## src/hdl/rsls_defines.svh

```systemverilog
// constants of the rolling shutter line sequencer: addresses, reset values, timing
`ifndef RSLS_DEFINES_SVH
`define RSLS_DEFINES_SVH

// clock period of clk_i in ns
`define RSLS_CLK_NS          10
// cycles of clk_i per microsecond
`define RSLS_US_CYC          (1000 / `RSLS_CLK_NS)
// cycles per tenth of a microsecond, for line periods printed with one decimal
`define RSLS_US10_TO_CYC(x)  ((x) * 100 / `RSLS_CLK_NS)

// apb register byte addresses
`define RSLS_ADDR_CTRL       8'h00
`define RSLS_ADDR_EXP_US     8'h04
`define RSLS_ADDR_EXP_RAW    8'h08
`define RSLS_ADDR_AOI_H      8'h0c
`define RSLS_ADDR_STATUS     8'h10
`define RSLS_ADDR_RESET_RT   8'h14
`define RSLS_ADDR_READOUT_T  8'h18
`define RSLS_ADDR_TOTAL_RT   8'h1c

// register reset values
`define RSLS_CTRL_RST        32'h0000_0001
`define RSLS_EXP_US_RST      20'h003e8
`define RSLS_EXP_RAW_RST     20'h00064
`define RSLS_AOI_H_RST       12'h010

// line periods in tenths of a microsecond
`define RSLS_LINE_PERIOD_FIX_US10   350
`define RSLS_LINE_PERIOD_8B_US10    316
`define RSLS_LINE_PERIOD_12P_US10   364
`define RSLS_LINE_PERIOD_12B_US10   396
`define RSLS_LINE_PERIOD_FIX_CYC    `RSLS_US10_TO_CYC(`RSLS_LINE_PERIOD_FIX_US10)
`define RSLS_LINE_PERIOD_8B_CYC     `RSLS_US10_TO_CYC(`RSLS_LINE_PERIOD_8B_US10)
`define RSLS_LINE_PERIOD_12P_CYC    `RSLS_US10_TO_CYC(`RSLS_LINE_PERIOD_12P_US10)
`define RSLS_LINE_PERIOD_12B_CYC    `RSLS_US10_TO_CYC(`RSLS_LINE_PERIOD_12B_US10)

// readout tail of the fixed-period variant, in microseconds
`define RSLS_TAIL_STAG_US    490
`define RSLS_TAIL_REL_US     810
// readout tail of the format-dependent variant, in line periods (mono; colour adds one)
`define RSLS_TAIL_STAG_MULT  32'd143
`define RSLS_TAIL_REL_MULT   32'd901

// one raw exposure count in clock cycles
`define RSLS_RAW_STEP_CYC    32'd10

`endif

```

## src/hdl/rsls_pkg.sv

```systemverilog
// types shared by the rolling shutter line sequencer
package rsls_pkg;

    // shutter selection values of the ctrl register
    typedef enum logic [1:0] {
        RSLS_SHUT_GLOBAL,
        RSLS_SHUT_STAGGER,
        RSLS_SHUT_RELEASE
    } rsls_shutter_e;

    // sequencer state
    typedef enum logic {
        RSLS_IDLE,
        RSLS_RUN
    } rsls_state_e;

    // ctrl register layout
    typedef struct packed {
        logic [22:0] pad;        // reads as zero
        logic        exp_raw;    // 1: exposure from raw count
        logic        colour;     // 1: colour sensor
        logic [1:0]  pix_fmt;    // 0: 8 bit, 1: 12 bit packed, 2/3: 12 bit
        logic        variant;    // 1: format-dependent line period
        logic        mode_src;   // 1: mode from reset_release_enable
        logic        reset_release_enable;
        logic [1:0]  shutter_selection;
    } rsls_ctrl_s;

    // values frozen for one frame
    typedef struct packed {
        logic        stagger;    // staggered-start frame
        logic        avail;      // flash window exists
        logic [11:0] h;          // lines in the area of interest
        logic [31:0] p;          // line period in cycles
        logic [31:0] e;          // exposure in cycles
        logic [31:0] rrt;        // reset runtime in cycles
        logic [31:0] tot;        // total runtime in cycles
    } rsls_frame_s;

endpackage : rsls_pkg

```

## src/hdl/rsls_sequencer.sv

```systemverilog
// rolling shutter line sequencer with apb registers
// Contract
// RULE1: staggered: trigger resets, exposes first line
// RULE2: staggered: next line one line period later
// RULE3: same exposure for all lines, us or raw
// RULE4: staggered: readout at exposure end, one period
// RULE5: reset runtime is period times height minus one
// RULE6: readout time is period times height plus tail
// RULE7: total runtime is exposure plus readout time
// RULE8: staggered: no flash if exposure within reset runtime
// RULE9: line period depends on pixel format
// RULE10: readout tail depends on shutter variant
// RULE11: exposure active from first start to last end
// RULE12: provide a flash window output
// RULE13: release mode: trigger resets all lines together
// RULE14: release mode: ends staggered by line period
// RULE15: release mode: readout at each exposure end
// RULE16: mode from selection setting or enable bit
// RULE17: enable bit clear staggered, set release
// RULE18: release mode: flash from trigger for exposure
// RULE19: flash high while all lines expose
// RULE20: settings as clock counts, counters sequence lines
//
// Added by the designer: the register addresses and the APB slave port.
`timescale 1ns/1ps
`include "rsls_defines.svh"

module rsls_sequencer
    import rsls_pkg::*;
#(
    parameter int unsigned TAIL_STAG_CYC = `RSLS_TAIL_STAG_US * `RSLS_US_CYC,  // staggered tail, cycles
    parameter int unsigned TAIL_REL_CYC  = `RSLS_TAIL_REL_US * `RSLS_US_CYC    // release tail, cycles
) (
    input  wire logic        clk_i,
    input  wire logic        rst_i,
    input  wire logic        frame_trigger_i,   // frame start pin
    input  wire logic        psel_i,
    input  wire logic        penable_i,
    input  wire logic        pwrite_i,
    input  wire logic [7:0]  paddr_i,
    input  wire logic [31:0] pwdata_i,
    output logic      [31:0] prdata_o,
    output logic             pready_o,
    output logic             pslverr_o,
    output logic             line_reset_o,      // one line reset, pulse
    output logic             line_reset_all_o,  // all lines reset, pulse
    output logic      [11:0] reset_line_o,      // line being reset
    output logic             line_readout_o,    // one line readout start, pulse
    output logic      [11:0] readout_line_o,    // line being read
    output logic             exposure_active_o,
    output logic             flash_window_o,
    output logic             flash_available_o,
    output logic             busy_o
);

    // full product, cut to 32 bits; the counts never get near the top
    function automatic logic [31:0] mul32(input logic [31:0] a, input logic [31:0] b);
        logic [63:0] prod;
        prod = a * b;
        return prod[31:0];
    endfunction : mul32

    rsls_ctrl_s  ctrl;          // control register
    logic [19:0] exp_us;        // exposure_time_us
    logic [19:0] exp_raw;       // exposure_time_raw_count
    logic [11:0] aoi_h;         // area of interest height
    logic [15:0] rom_p;         // line period from table
    rsls_state_e state;         // sequencer state
    rsls_frame_s fr;            // frozen frame values
    logic [31:0] t;             // cycles since trigger
    logic [31:0] next_t;        // frame timer plus one
    logic        trig_s1;       // synchroniser first stage
    logic        trig_s2;       // synchroniser second stage
    logic        trig_s3;       // edge history
    logic        accept;        // trigger taken this cycle
    logic        run;           // frame in progress
    logic        shut_rel;      // release mode selected
    logic        shut_glob;     // global selected: not ours
    logic        shut_stag;     // staggered mode selected
    logic [11:0] h_eff;         // height, zero treated as one
    logic [31:0] p_cyc;         // line period, cycles
    logic [31:0] e_cyc;         // exposure, cycles
    logic [31:0] rrt_cyc;       // reset runtime, cycles
    logic [31:0] tail_cyc;      // readout tail, cycles
    logic [31:0] rdt_cyc;       // total readout time, cycles
    logic [31:0] tot_cyc;       // total runtime, cycles
    logic        avail;         // flash window possible
    logic [15:0] rst_tick;      // reset spacing countdown
    logic        rst_more;      // resets still to issue
    logic [15:0] rd_tick;       // readout spacing countdown
    logic        rd_more;       // readouts still to issue
    logic        wr_en;         // apb write strobe
    logic        setup;         // apb setup cycle
    logic        hit;           // address is mapped

    // line period table, indexed by variant and pixel format
    rsls_period_rom u_rom (
        .clk_i  (clk_i),
        .rst_i  (rst_i),
        .addr_i ({ctrl.variant, ctrl.pix_fmt}),
        .data_o (rom_p)
    );

    // mode decode: setting or enable bit picks the shutter
    always_comb begin
        if (ctrl.mode_src) begin
            shut_rel  = ctrl.reset_release_enable;                              // RULE17
            shut_glob = 1'b0;
        end else begin
            shut_rel  = (ctrl.shutter_selection == RSLS_SHUT_RELEASE);          // RULE16
            // reserved code counts as global so no frame runs on a bad setting
            shut_glob = (ctrl.shutter_selection != RSLS_SHUT_RELEASE) &&
                        (ctrl.shutter_selection != RSLS_SHUT_STAGGER);          // RULE16
        end
        shut_stag = !shut_rel && !shut_glob;
    end

    // settings turned into clock counts
    always_comb begin
        h_eff = (aoi_h == 12'h000) ? 12'h001 : aoi_h;
        p_cyc = {16'h0000, rom_p};                                              // RULE20
        e_cyc = ctrl.exp_raw ? mul32({12'h000, exp_raw}, `RSLS_RAW_STEP_CYC)
                             : mul32({12'h000, exp_us}, 32'(`RSLS_US_CYC));     // RULE3
        if (e_cyc == 32'h0) begin
            e_cyc = 32'h1;      // a zero exposure would skip the readout start
        end
        rrt_cyc = mul32(p_cyc, {20'h0, h_eff - 12'h001});                       // RULE5
        if (ctrl.variant) begin
            tail_cyc = mul32(p_cyc, (shut_rel ? `RSLS_TAIL_REL_MULT : `RSLS_TAIL_STAG_MULT)
                                    + {31'h0, ctrl.colour});                    // RULE10
        end else begin
            tail_cyc = shut_rel ? TAIL_REL_CYC : TAIL_STAG_CYC;                 // RULE10
        end
        rdt_cyc = mul32(p_cyc, {20'h0, h_eff}) + tail_cyc;                      // RULE6
        tot_cyc = e_cyc + rdt_cyc;                                              // RULE7
        avail   = shut_rel || (e_cyc > rrt_cyc);                                // RULE8
    end

    // trigger pin synchroniser and rising edge
    always_ff @(posedge clk_i or posedge rst_i) begin
        if (rst_i) begin
            trig_s1 <= 1'b0;
            trig_s2 <= 1'b0;
            trig_s3 <= 1'b0;
        end else begin
            trig_s1 <= frame_trigger_i;
            trig_s2 <= trig_s1;
            trig_s3 <= trig_s2;
        end
    end

    // triggers during a frame or in global mode are dropped
    assign accept = (state == RSLS_IDLE) && trig_s2 && !trig_s3 && !shut_glob;
    assign run    = (state == RSLS_RUN);
    assign next_t = t + 32'h1;
    assign busy_o = run;

    // frame state and timer; settings are frozen at the trigger
    always_ff @(posedge clk_i or posedge rst_i) begin
        if (rst_i) begin
            state <= RSLS_IDLE;
            t     <= 32'h0;
            fr    <= '0;
        end else begin
            unique case (state)
                RSLS_IDLE: begin
                    if (accept) begin
                        state <= RSLS_RUN;
                        t     <= 32'h0;
                        fr    <= '{stagger: shut_stag, avail: avail, h: h_eff, p: p_cyc,
                                   e: e_cyc, rrt: rrt_cyc, tot: tot_cyc};       // RULE20
                    end
                end
                RSLS_RUN: begin
                    t <= next_t;
                    if (next_t == fr.tot) begin
                        state <= RSLS_IDLE;                                     // RULE7
                    end
                end
            endcase
        end
    end

    // line resets: staggered line 0 at the trigger, then one per line period; release all lines at the trigger
    always_ff @(posedge clk_i or posedge rst_i) begin
        if (rst_i) begin
            line_reset_o     <= 1'b0;
            line_reset_all_o <= 1'b0;
            reset_line_o     <= 12'h000;
            rst_tick         <= 16'h0000;
            rst_more         <= 1'b0;
        end else begin
            line_reset_o     <= 1'b0;
            line_reset_all_o <= 1'b0;
            if (accept) begin
                line_reset_o     <= shut_stag;                                  // RULE1
                line_reset_all_o <= shut_rel;                                   // RULE13
                reset_line_o     <= 12'h000;
                rst_tick         <= rom_p - 16'h0001;
                rst_more         <= shut_stag && (h_eff != 12'h001);
            end else if (run && rst_more) begin
                if (rst_tick == 16'h0000) begin
                    line_reset_o <= 1'b1;                                       // RULE2
                    reset_line_o <= reset_line_o + 12'h001;
                    rst_tick     <= fr.p[15:0] - 16'h0001;
                    if (reset_line_o + 12'h001 == fr.h - 12'h001) begin
                        rst_more <= 1'b0;                                       // bottom line reached
                    end
                end else begin
                    rst_tick <= rst_tick - 16'h0001;
                end
            end
        end
    end

    // readouts: first at the exposure end, then one per line period
    always_ff @(posedge clk_i or posedge rst_i) begin
        if (rst_i) begin
            line_readout_o <= 1'b0;
            readout_line_o <= 12'h000;
            rd_tick        <= 16'h0000;
            rd_more        <= 1'b0;
        end else begin
            line_readout_o <= 1'b0;
            if (run && next_t == fr.e) begin
                line_readout_o <= 1'b1;                                         // RULE4 RULE14
                readout_line_o <= 12'h000;
                rd_tick        <= fr.p[15:0] - 16'h0001;
                rd_more        <= (fr.h != 12'h001);
            end else if (run && rd_more) begin
                if (rd_tick == 16'h0000) begin
                    line_readout_o <= 1'b1;                                     // RULE15
                    readout_line_o <= readout_line_o + 12'h001;
                    rd_tick        <= fr.p[15:0] - 16'h0001;
                    if (readout_line_o + 12'h001 == fr.h - 12'h001) begin
                        rd_more <= 1'b0;
                    end
                end else begin
                    rd_tick <= rd_tick - 16'h0001;
                end
            end
        end
    end

    // exposure active: first line start to last line end (same instant in both modes)
    always_ff @(posedge clk_i or posedge rst_i) begin
        if (rst_i) begin
            exposure_active_o <= 1'b0;
        end else if (accept) begin
            exposure_active_o <= 1'b1;                                          // RULE11
        end else if (run && next_t == fr.e + fr.rrt) begin
            exposure_active_o <= 1'b0;                                          // RULE11
        end
    end

    // flash window: opens when the last line starts, closes when the first ends
    always_ff @(posedge clk_i or posedge rst_i) begin
        if (rst_i) begin
            flash_window_o <= 1'b0;
        end else if (accept) begin
            // release mode and single-line frames open at the trigger
            flash_window_o <= shut_rel || (avail && rrt_cyc == 32'h0);          // RULE18 RULE19
        end else if (run && next_t == fr.e) begin
            flash_window_o <= 1'b0;                                             // RULE18 RULE19
        end else if (run && fr.stagger && fr.avail && next_t == fr.rrt) begin
            flash_window_o <= 1'b1;                                             // RULE8 RULE12
        end
    end

    // live flag: would the current settings give a flash window
    always_ff @(posedge clk_i or posedge rst_i) begin
        if (rst_i) begin
            flash_available_o <= 1'b0;
        end else begin
            flash_available_o <= avail && !shut_glob;                           // RULE8
        end
    end

    // apb decode; one wait-free access phase, read data captured in the setup cycle, write data in the access phase
    assign setup    = psel_i && !penable_i;
    assign wr_en    = psel_i && penable_i && pwrite_i;
    assign pready_o = psel_i && penable_i;
    assign hit      = (paddr_i[7:5] == 3'h0) && (paddr_i[1:0] == 2'h0);

    // writable registers; a change mid-frame counts from the next trigger
    always_ff @(posedge clk_i or posedge rst_i) begin
        if (rst_i) begin
            ctrl    <= `RSLS_CTRL_RST;
            exp_us  <= `RSLS_EXP_US_RST;
            exp_raw <= `RSLS_EXP_RAW_RST;
            aoi_h   <= `RSLS_AOI_H_RST;
        end else if (wr_en) begin
            unique case (paddr_i)
                `RSLS_ADDR_CTRL:    ctrl    <= {23'h0, pwdata_i[8:0]};
                `RSLS_ADDR_EXP_US:  exp_us  <= pwdata_i[19:0];
                `RSLS_ADDR_EXP_RAW: exp_raw <= pwdata_i[19:0];
                `RSLS_ADDR_AOI_H:   aoi_h   <= pwdata_i[11:0];
                default:            ;   // read-only or unmapped: write ignored
            endcase
        end
    end

    // read data and error, both registered in the setup cycle
    always_ff @(posedge clk_i or posedge rst_i) begin
        if (rst_i) begin
            prdata_o  <= 32'h0000_0000;
            pslverr_o <= 1'b0;
        end else if (setup) begin
            pslverr_o <= !hit;
            unique case (paddr_i)
                `RSLS_ADDR_CTRL:      prdata_o <= ctrl;
                `RSLS_ADDR_EXP_US:    prdata_o <= {12'h000, exp_us};
                `RSLS_ADDR_EXP_RAW:   prdata_o <= {12'h000, exp_raw};
                `RSLS_ADDR_AOI_H:     prdata_o <= {20'h00000, aoi_h};
                `RSLS_ADDR_STATUS:    prdata_o <= {4'h0, readout_line_o, 10'h000, shut_glob, shut_rel,
                                                   flash_available_o, flash_window_o,
                                                   exposure_active_o, busy_o};
                `RSLS_ADDR_RESET_RT:  prdata_o <= rrt_cyc;                      // RULE5
                `RSLS_ADDR_READOUT_T: prdata_o <= rdt_cyc;                      // RULE6
                `RSLS_ADDR_TOTAL_RT:  prdata_o <= tot_cyc;                      // RULE7
                default:              prdata_o <= 32'h0000_0000;
            endcase
        end
    end
endmodule : rsls_sequencer

```

## src/hdl/rsls_period_rom.sv

```systemverilog
// line period lookup table with registered read data
`timescale 1ns/1ps
`include "rsls_defines.svh"

module rsls_period_rom (
    input  wire logic        clk_i,
    input  wire logic        rst_i,
    input  wire logic [2:0]  addr_i,   // {variant, pixel format}
    output logic      [15:0] data_o    // line period in cycles
);

    // one entry per variant and pixel format; read data lands one cycle later
    always_ff @(posedge clk_i or posedge rst_i) begin
        if (rst_i) begin
            data_o <= 16'h0000;
        end else begin
            unique case (addr_i)
                3'h4:    data_o <= 16'(`RSLS_LINE_PERIOD_8B_CYC);   // RULE9
                3'h5:    data_o <= 16'(`RSLS_LINE_PERIOD_12P_CYC);  // RULE9
                3'h6,
                3'h7:    data_o <= 16'(`RSLS_LINE_PERIOD_12B_CYC);  // RULE9
                default: data_o <= 16'(`RSLS_LINE_PERIOD_FIX_CYC);  // fixed period for every format
            endcase
        end
    end

endmodule : rsls_period_rom

```

## config.mk

```make
export PLATFORM = sky130hd
export DESIGN_NAME = rsls_sequencer
export DESIGN_NICKNAME = d
export VERILOG_FILES = /design/src/hdl/rsls_pkg.sv /design/src/hdl/rsls_sequencer.sv /design/src/hdl/rsls_period_rom.sv
export VERILOG_INCLUDE_DIRS = /design/src /design/src/hdl
export SDC_FILE = /design/constraint.sdc
export NUM_CORES = 2
export LEC_CHECK = 0
export BUFFER_PORTS_ARGS = -buffer_cell sky130_fd_sc_hd__buf_2
export CORE_ASPECT_RATIO = 0.5
export CORE_UTILIZATION = 30
export CTS_CLUSTER_SIZE = 10
export DETAILED_ROUTE_END_ITERATION = 16
export MAX_ROUTING_LAYER = met4
export PLACE_DENSITY = 0.43
export SYNTH_ARGS = -nofsm -noshare
export SYNTH_HDL_FRONTEND = slang
export SYNTH_SLANG_ARGS = --single-unit
```

## constraint.sdc

```tcl
create_clock -name clk_i -period 21.8 [get_ports clk_i]
set_input_delay 5.45 -clock clk_i [delete_from_list [all_inputs] [get_ports clk_i]]
set_output_delay 5.45 -clock clk_i [all_outputs]
set_load 0.1 [all_outputs]
```

# Word-level counts from Yosys, hierarchy flattened
# Index checks and enable logic that the tools add are counted.
# op_classes
n_addsub	13
multipliers	5
n_lt_le_gt_ge	1
eq_ne	23
muxes	47
bitwise	1
reduce_logical	52
# op_table
operator	count
$pmux 32 s8	1
$eq 32x32->1	3
$mux 16	6
$mux 12	7
$mux 27	3
$logic_not 32->1	2
$pmux 32 s2	1
$mul 12x12->24	2
$add 28x32->32	1
$add 32x1->32 const B	1
$add 32x28->32	1
$add 32x32->32	1
$eq 32x28->1	1
$eq 8x5->1 const B	4
$gt 32x28->1	1
$logic_not 16->1	2
$mux 32	1
$sub 16x1->16 const B	2
$pmux 10 s3	1
$sub 12x1->13 const B	2
$mul 20x5->25 const B	1
$add 12x1->12 const B	2
$eq 12x12->1	2
$mux 1	24
27 further kinds	70
# word_totals
ff_bits	322
wordCells	179

# Depth between registers and ports, before layout
# depth
word_depth	9
mapped_depth	44
ltp_nobuf	44

# Modules after synthesis
# Synthesis repeated with hierarchy kept, for this count alone.
# unflattened
hier_cells	4948
area_unflattened_um2	42075.4
# modules_own_cells
mod	instances	cells_per_inst	area_each_um2
rsls_sequencer	1	4921	41786.3
rsls_period_rom	1	27	289.0

# Least setup slack after synthesis
# OpenSTA, ideal clock, no wires.
# synth_timing
path_kind	input to output
start	in psel_i
end	out pready_o
arrival_ns	6.187
required_ns	16.350
slack_ns	10.163
stages	1
path_buffers	0
cell_sequence	and2_1
# synth_between
elab_chain_len	1
# synth_lines
item	line_no	rtl
from (decl)	rsls_sequencer.sv:37	input wire logic psel_i,
$logic_and 1x1->1	rsls_sequencer.sv:282	assign pready_o = psel_i && penable_i;
to (decl)	rsls_sequencer.sv:43	output logic pready_o,
# No other way between the ends.

# Final worst setup path
# Ends and elaborated chain as after synthesis.

==> flow_summary.yaml <==
outcome:
  status: "complete, no violations"
worst_setup_path:
  reg2reg_from: "ctrl[0]"
  cp.buffers_inverters: 2
  crit_path_max_fanout: 4
  path_cells: "buf_2 > and2_1 > buf_2"
  crit_top_cell: "buf_2"
  cp_slowest_cell: "buf_2"
  cp.required_ns: 16.35
  arrival_ns: 6.09
  cpPeakStageDelay_ns: 0.42
  reg2reg_slack_ns: 10.93
  critPathKind: "primary input to primary output"
  reg2reg_to: "prdata_o[26]"
  r2r_cells: 39
  start_kind: "primary input"
  crit_family: "buffers and inverters"
  crit_path_end_kind: "primary output"
floorplan:
  start_util: 0.305
  io_pins: 111
  die_h_microns: 239
  fp-row-count: 86
  die_w_microns: 477
  design.core.area_sq_um: 111000
  die_area_sq_um: 114000
clock_tree:
  cts_buffers: 38
  htreeDepth: 2
  cts-root-buf: "clkbuf_16"
  cts_sinks: 293
  path_clk_slew_ns: 0.05
  cts_setup_buffers: 0
  post_cts_resized: 0
  hold_buffers: 0
  clock_latency_ns: 0.59
  cts_tree: "yes"
  cts_buffer_depth: 3
route:
  wl_met1_microns: 60200
  first_iter_violations: 1785
  topRoutingLayerUsed: "met4"
  drc: 0
  wl_microns: 119000
  postRouteAntennaNets: 0
  wl_met3_microns: 6030
  drt-wirelength-per-cell_microns: 21.6
  via_per_inst: 5.13
  met2_length_microns: 49900
  vias: 28300
  dr.pass1.iters: 5
yosys:
  yosys_warnings: 0
  yosys.area.top_type: "dfrtp_1"
  syn_area_sq_um: 33800
  post_synth_inst_count: 3944
  synth-seq-cells: 293
  seq_area_frac_synth: 0.217
  synth_cell_types: 88
  avgSynthCellArea_sq_um: 8.57
  synthTopCellsByArea: "dfrtp_1 21%, ha_1 15%, fa_1 13%"
  synth-edff-count: 0
  synthMostInstantiatedCell: "nand2_1"
  synthTopCellsByCount: "493 x nand2_1, 489 x inv_1, 397 x ha_1"
  yosys.area.top_type_share: 0.209
  async_flop_share: 1.00
  ys.flop_type: "dfrtp_1"
timing:
  hold_violations: 0
  setup_viol: 0
  tightest_slew_ns: 1.15
  setup_tns_ns: 0
  fin_skew_ns: 0.0164
  clock.fmax_ghz: 0.0866
  rsz0062_at_grt: "no"
  min_period_over_period: 0.529
  fin_crit_ns: 11.54
  final-max-slew-violation-count: 0
  worst_slack_ns: 10.26
  slew_headroom: 0.229
global_route:
  grt_max_degree: 126
  antenna_found_initial: 8
  grt_pass1_wl_microns: 178000
  overflow: 0
  grt_pass1_vias: 27500
  grt_use_total: 0.212
placed_design:
  gp_congestion: 0.940
  placed_area_sq_um: 36100
  pre_cts_ws_ns: 10.26
  dpl.hpwl_microns: 96400
  port_buffers: 94
job:
  drv_cap: 0
cells_and_area:
  layout-drive-gt1-share: 0.0800
  finalInstanceArea_sq_um: 37200
  synthToLayoutAreaGrowth_pct: 10.2
  finalNetCount: 4662
pwr:
  p_per_area_nw_per_um2: 63.9
  peakVddDrop_uv: 41.7
  p_total_w: 0.00238
  p_leak_nw: 18.9
worst_hold_path:
  hold_path_depth: 0
  hp-start: "trig_s2"
  hold_path_end: "trig_s3"
  hold_class: "register to register"
metrics by stage:
stage	utilization	hold slack, ns	std cells
final	0.336	0.394	5525
after floorplan	-	0.331	3947
after global placement	0.325	0.388	5456
after CTS	0.336	0.393	5519
after detailed placement	0.325	0.388	5456
after global routing	0.336	0.403	5521
worst max path at each step:
stage,slack [ns],startpoint,end,cells after the start
CTS,10.26,psel_i,pready_o,3
global placement,10.28,psel_i,pready_o,3
finish,10.26,psel_i,pready_o,3
global route,10.02,ctrl[0],prdata_o[26],39
floorplan,8.28,rst_i,aoi_h[0],1
detailed placement,10.26,psel_i,pready_o,3
where the power goes:
group,switching [W],total (W),internal (W)
logic,0.000712,0.00110,0.000390
registers,0.0000654,0.000660,0.000595
clock network,0.000269,0.000618,0.000349
layer usage:
layer  global-route usage  vias to the layer above
met4               0.0524                        0
met3               0.0268                      137
li1                     -                    13600
met5                    -                        -
met2                0.309                      598
met1                0.309                    14100
logic make-up after synthesis:
group / synth area share
xor+xnor: 0.0910
fa+ha+maj: 0.277
buf+inv: 0.0713
compound gates: 0.146
mux: 0.0287
flops: 0.217
simple gates: 0.169
other cells: 0.000222
cells in the final DEF, fill, tap and decap left out, drive strengths merged, types with 21 or more instances in the layout:
cell    count
ha        397
dfrtp     282
xor2      114
buf       151
o211ai     27
and2       60
nor3      101
nor2b      21
a21oi     167
a22oi      24
a31oi      22
nor4       35
a211oi     34
inv       496
a21o       54
xnor2     213
nand4      37
mux2       68
o21a       24
or3        26
nand2     493
nand3      76
fa        219
and3       41
o21ai     221
clkbuf     56
nand2b     34
nor2      223
worst reg2reg max path: cells and delay by family (launching register included):
family          cells  cell delay, ns
compound gates     16            4.01
xor+xnor            3            1.07
fa+ha+maj          10            3.66
buf+inv             7            0.73
flops               1            0.55
mux                 1            0.41
simple gates        2            0.31
layout make-up:
class	instances	area, sq um
inverters	498	1880
diodes	6	15.0
flip-flops and latches	293	7350
well taps	1496	1870
clock buffers	56	1100
multi-input cells	3018	24100
clock inverters	7	60.1
repair buffers	151	911
fillers	11700	73600
flip-flops by register name, summed over array words and instances (netlist names), 7 cells and up:
| name | cells |
|---|---|
| ctrl | 9 |
| exp_raw | 20 |
| rst_tick | 16 |
| prdata_o | 28 |
| t | 32 |
| u_rom.data_o | 7 |
| fr | 96 |
| exp_us | 20 |
| reset_line_o | 12 |
| rd_tick | 16 |
| aoi_h | 12 |
| readout_line_o | 12 |
(Power assumes the default switching activity.)
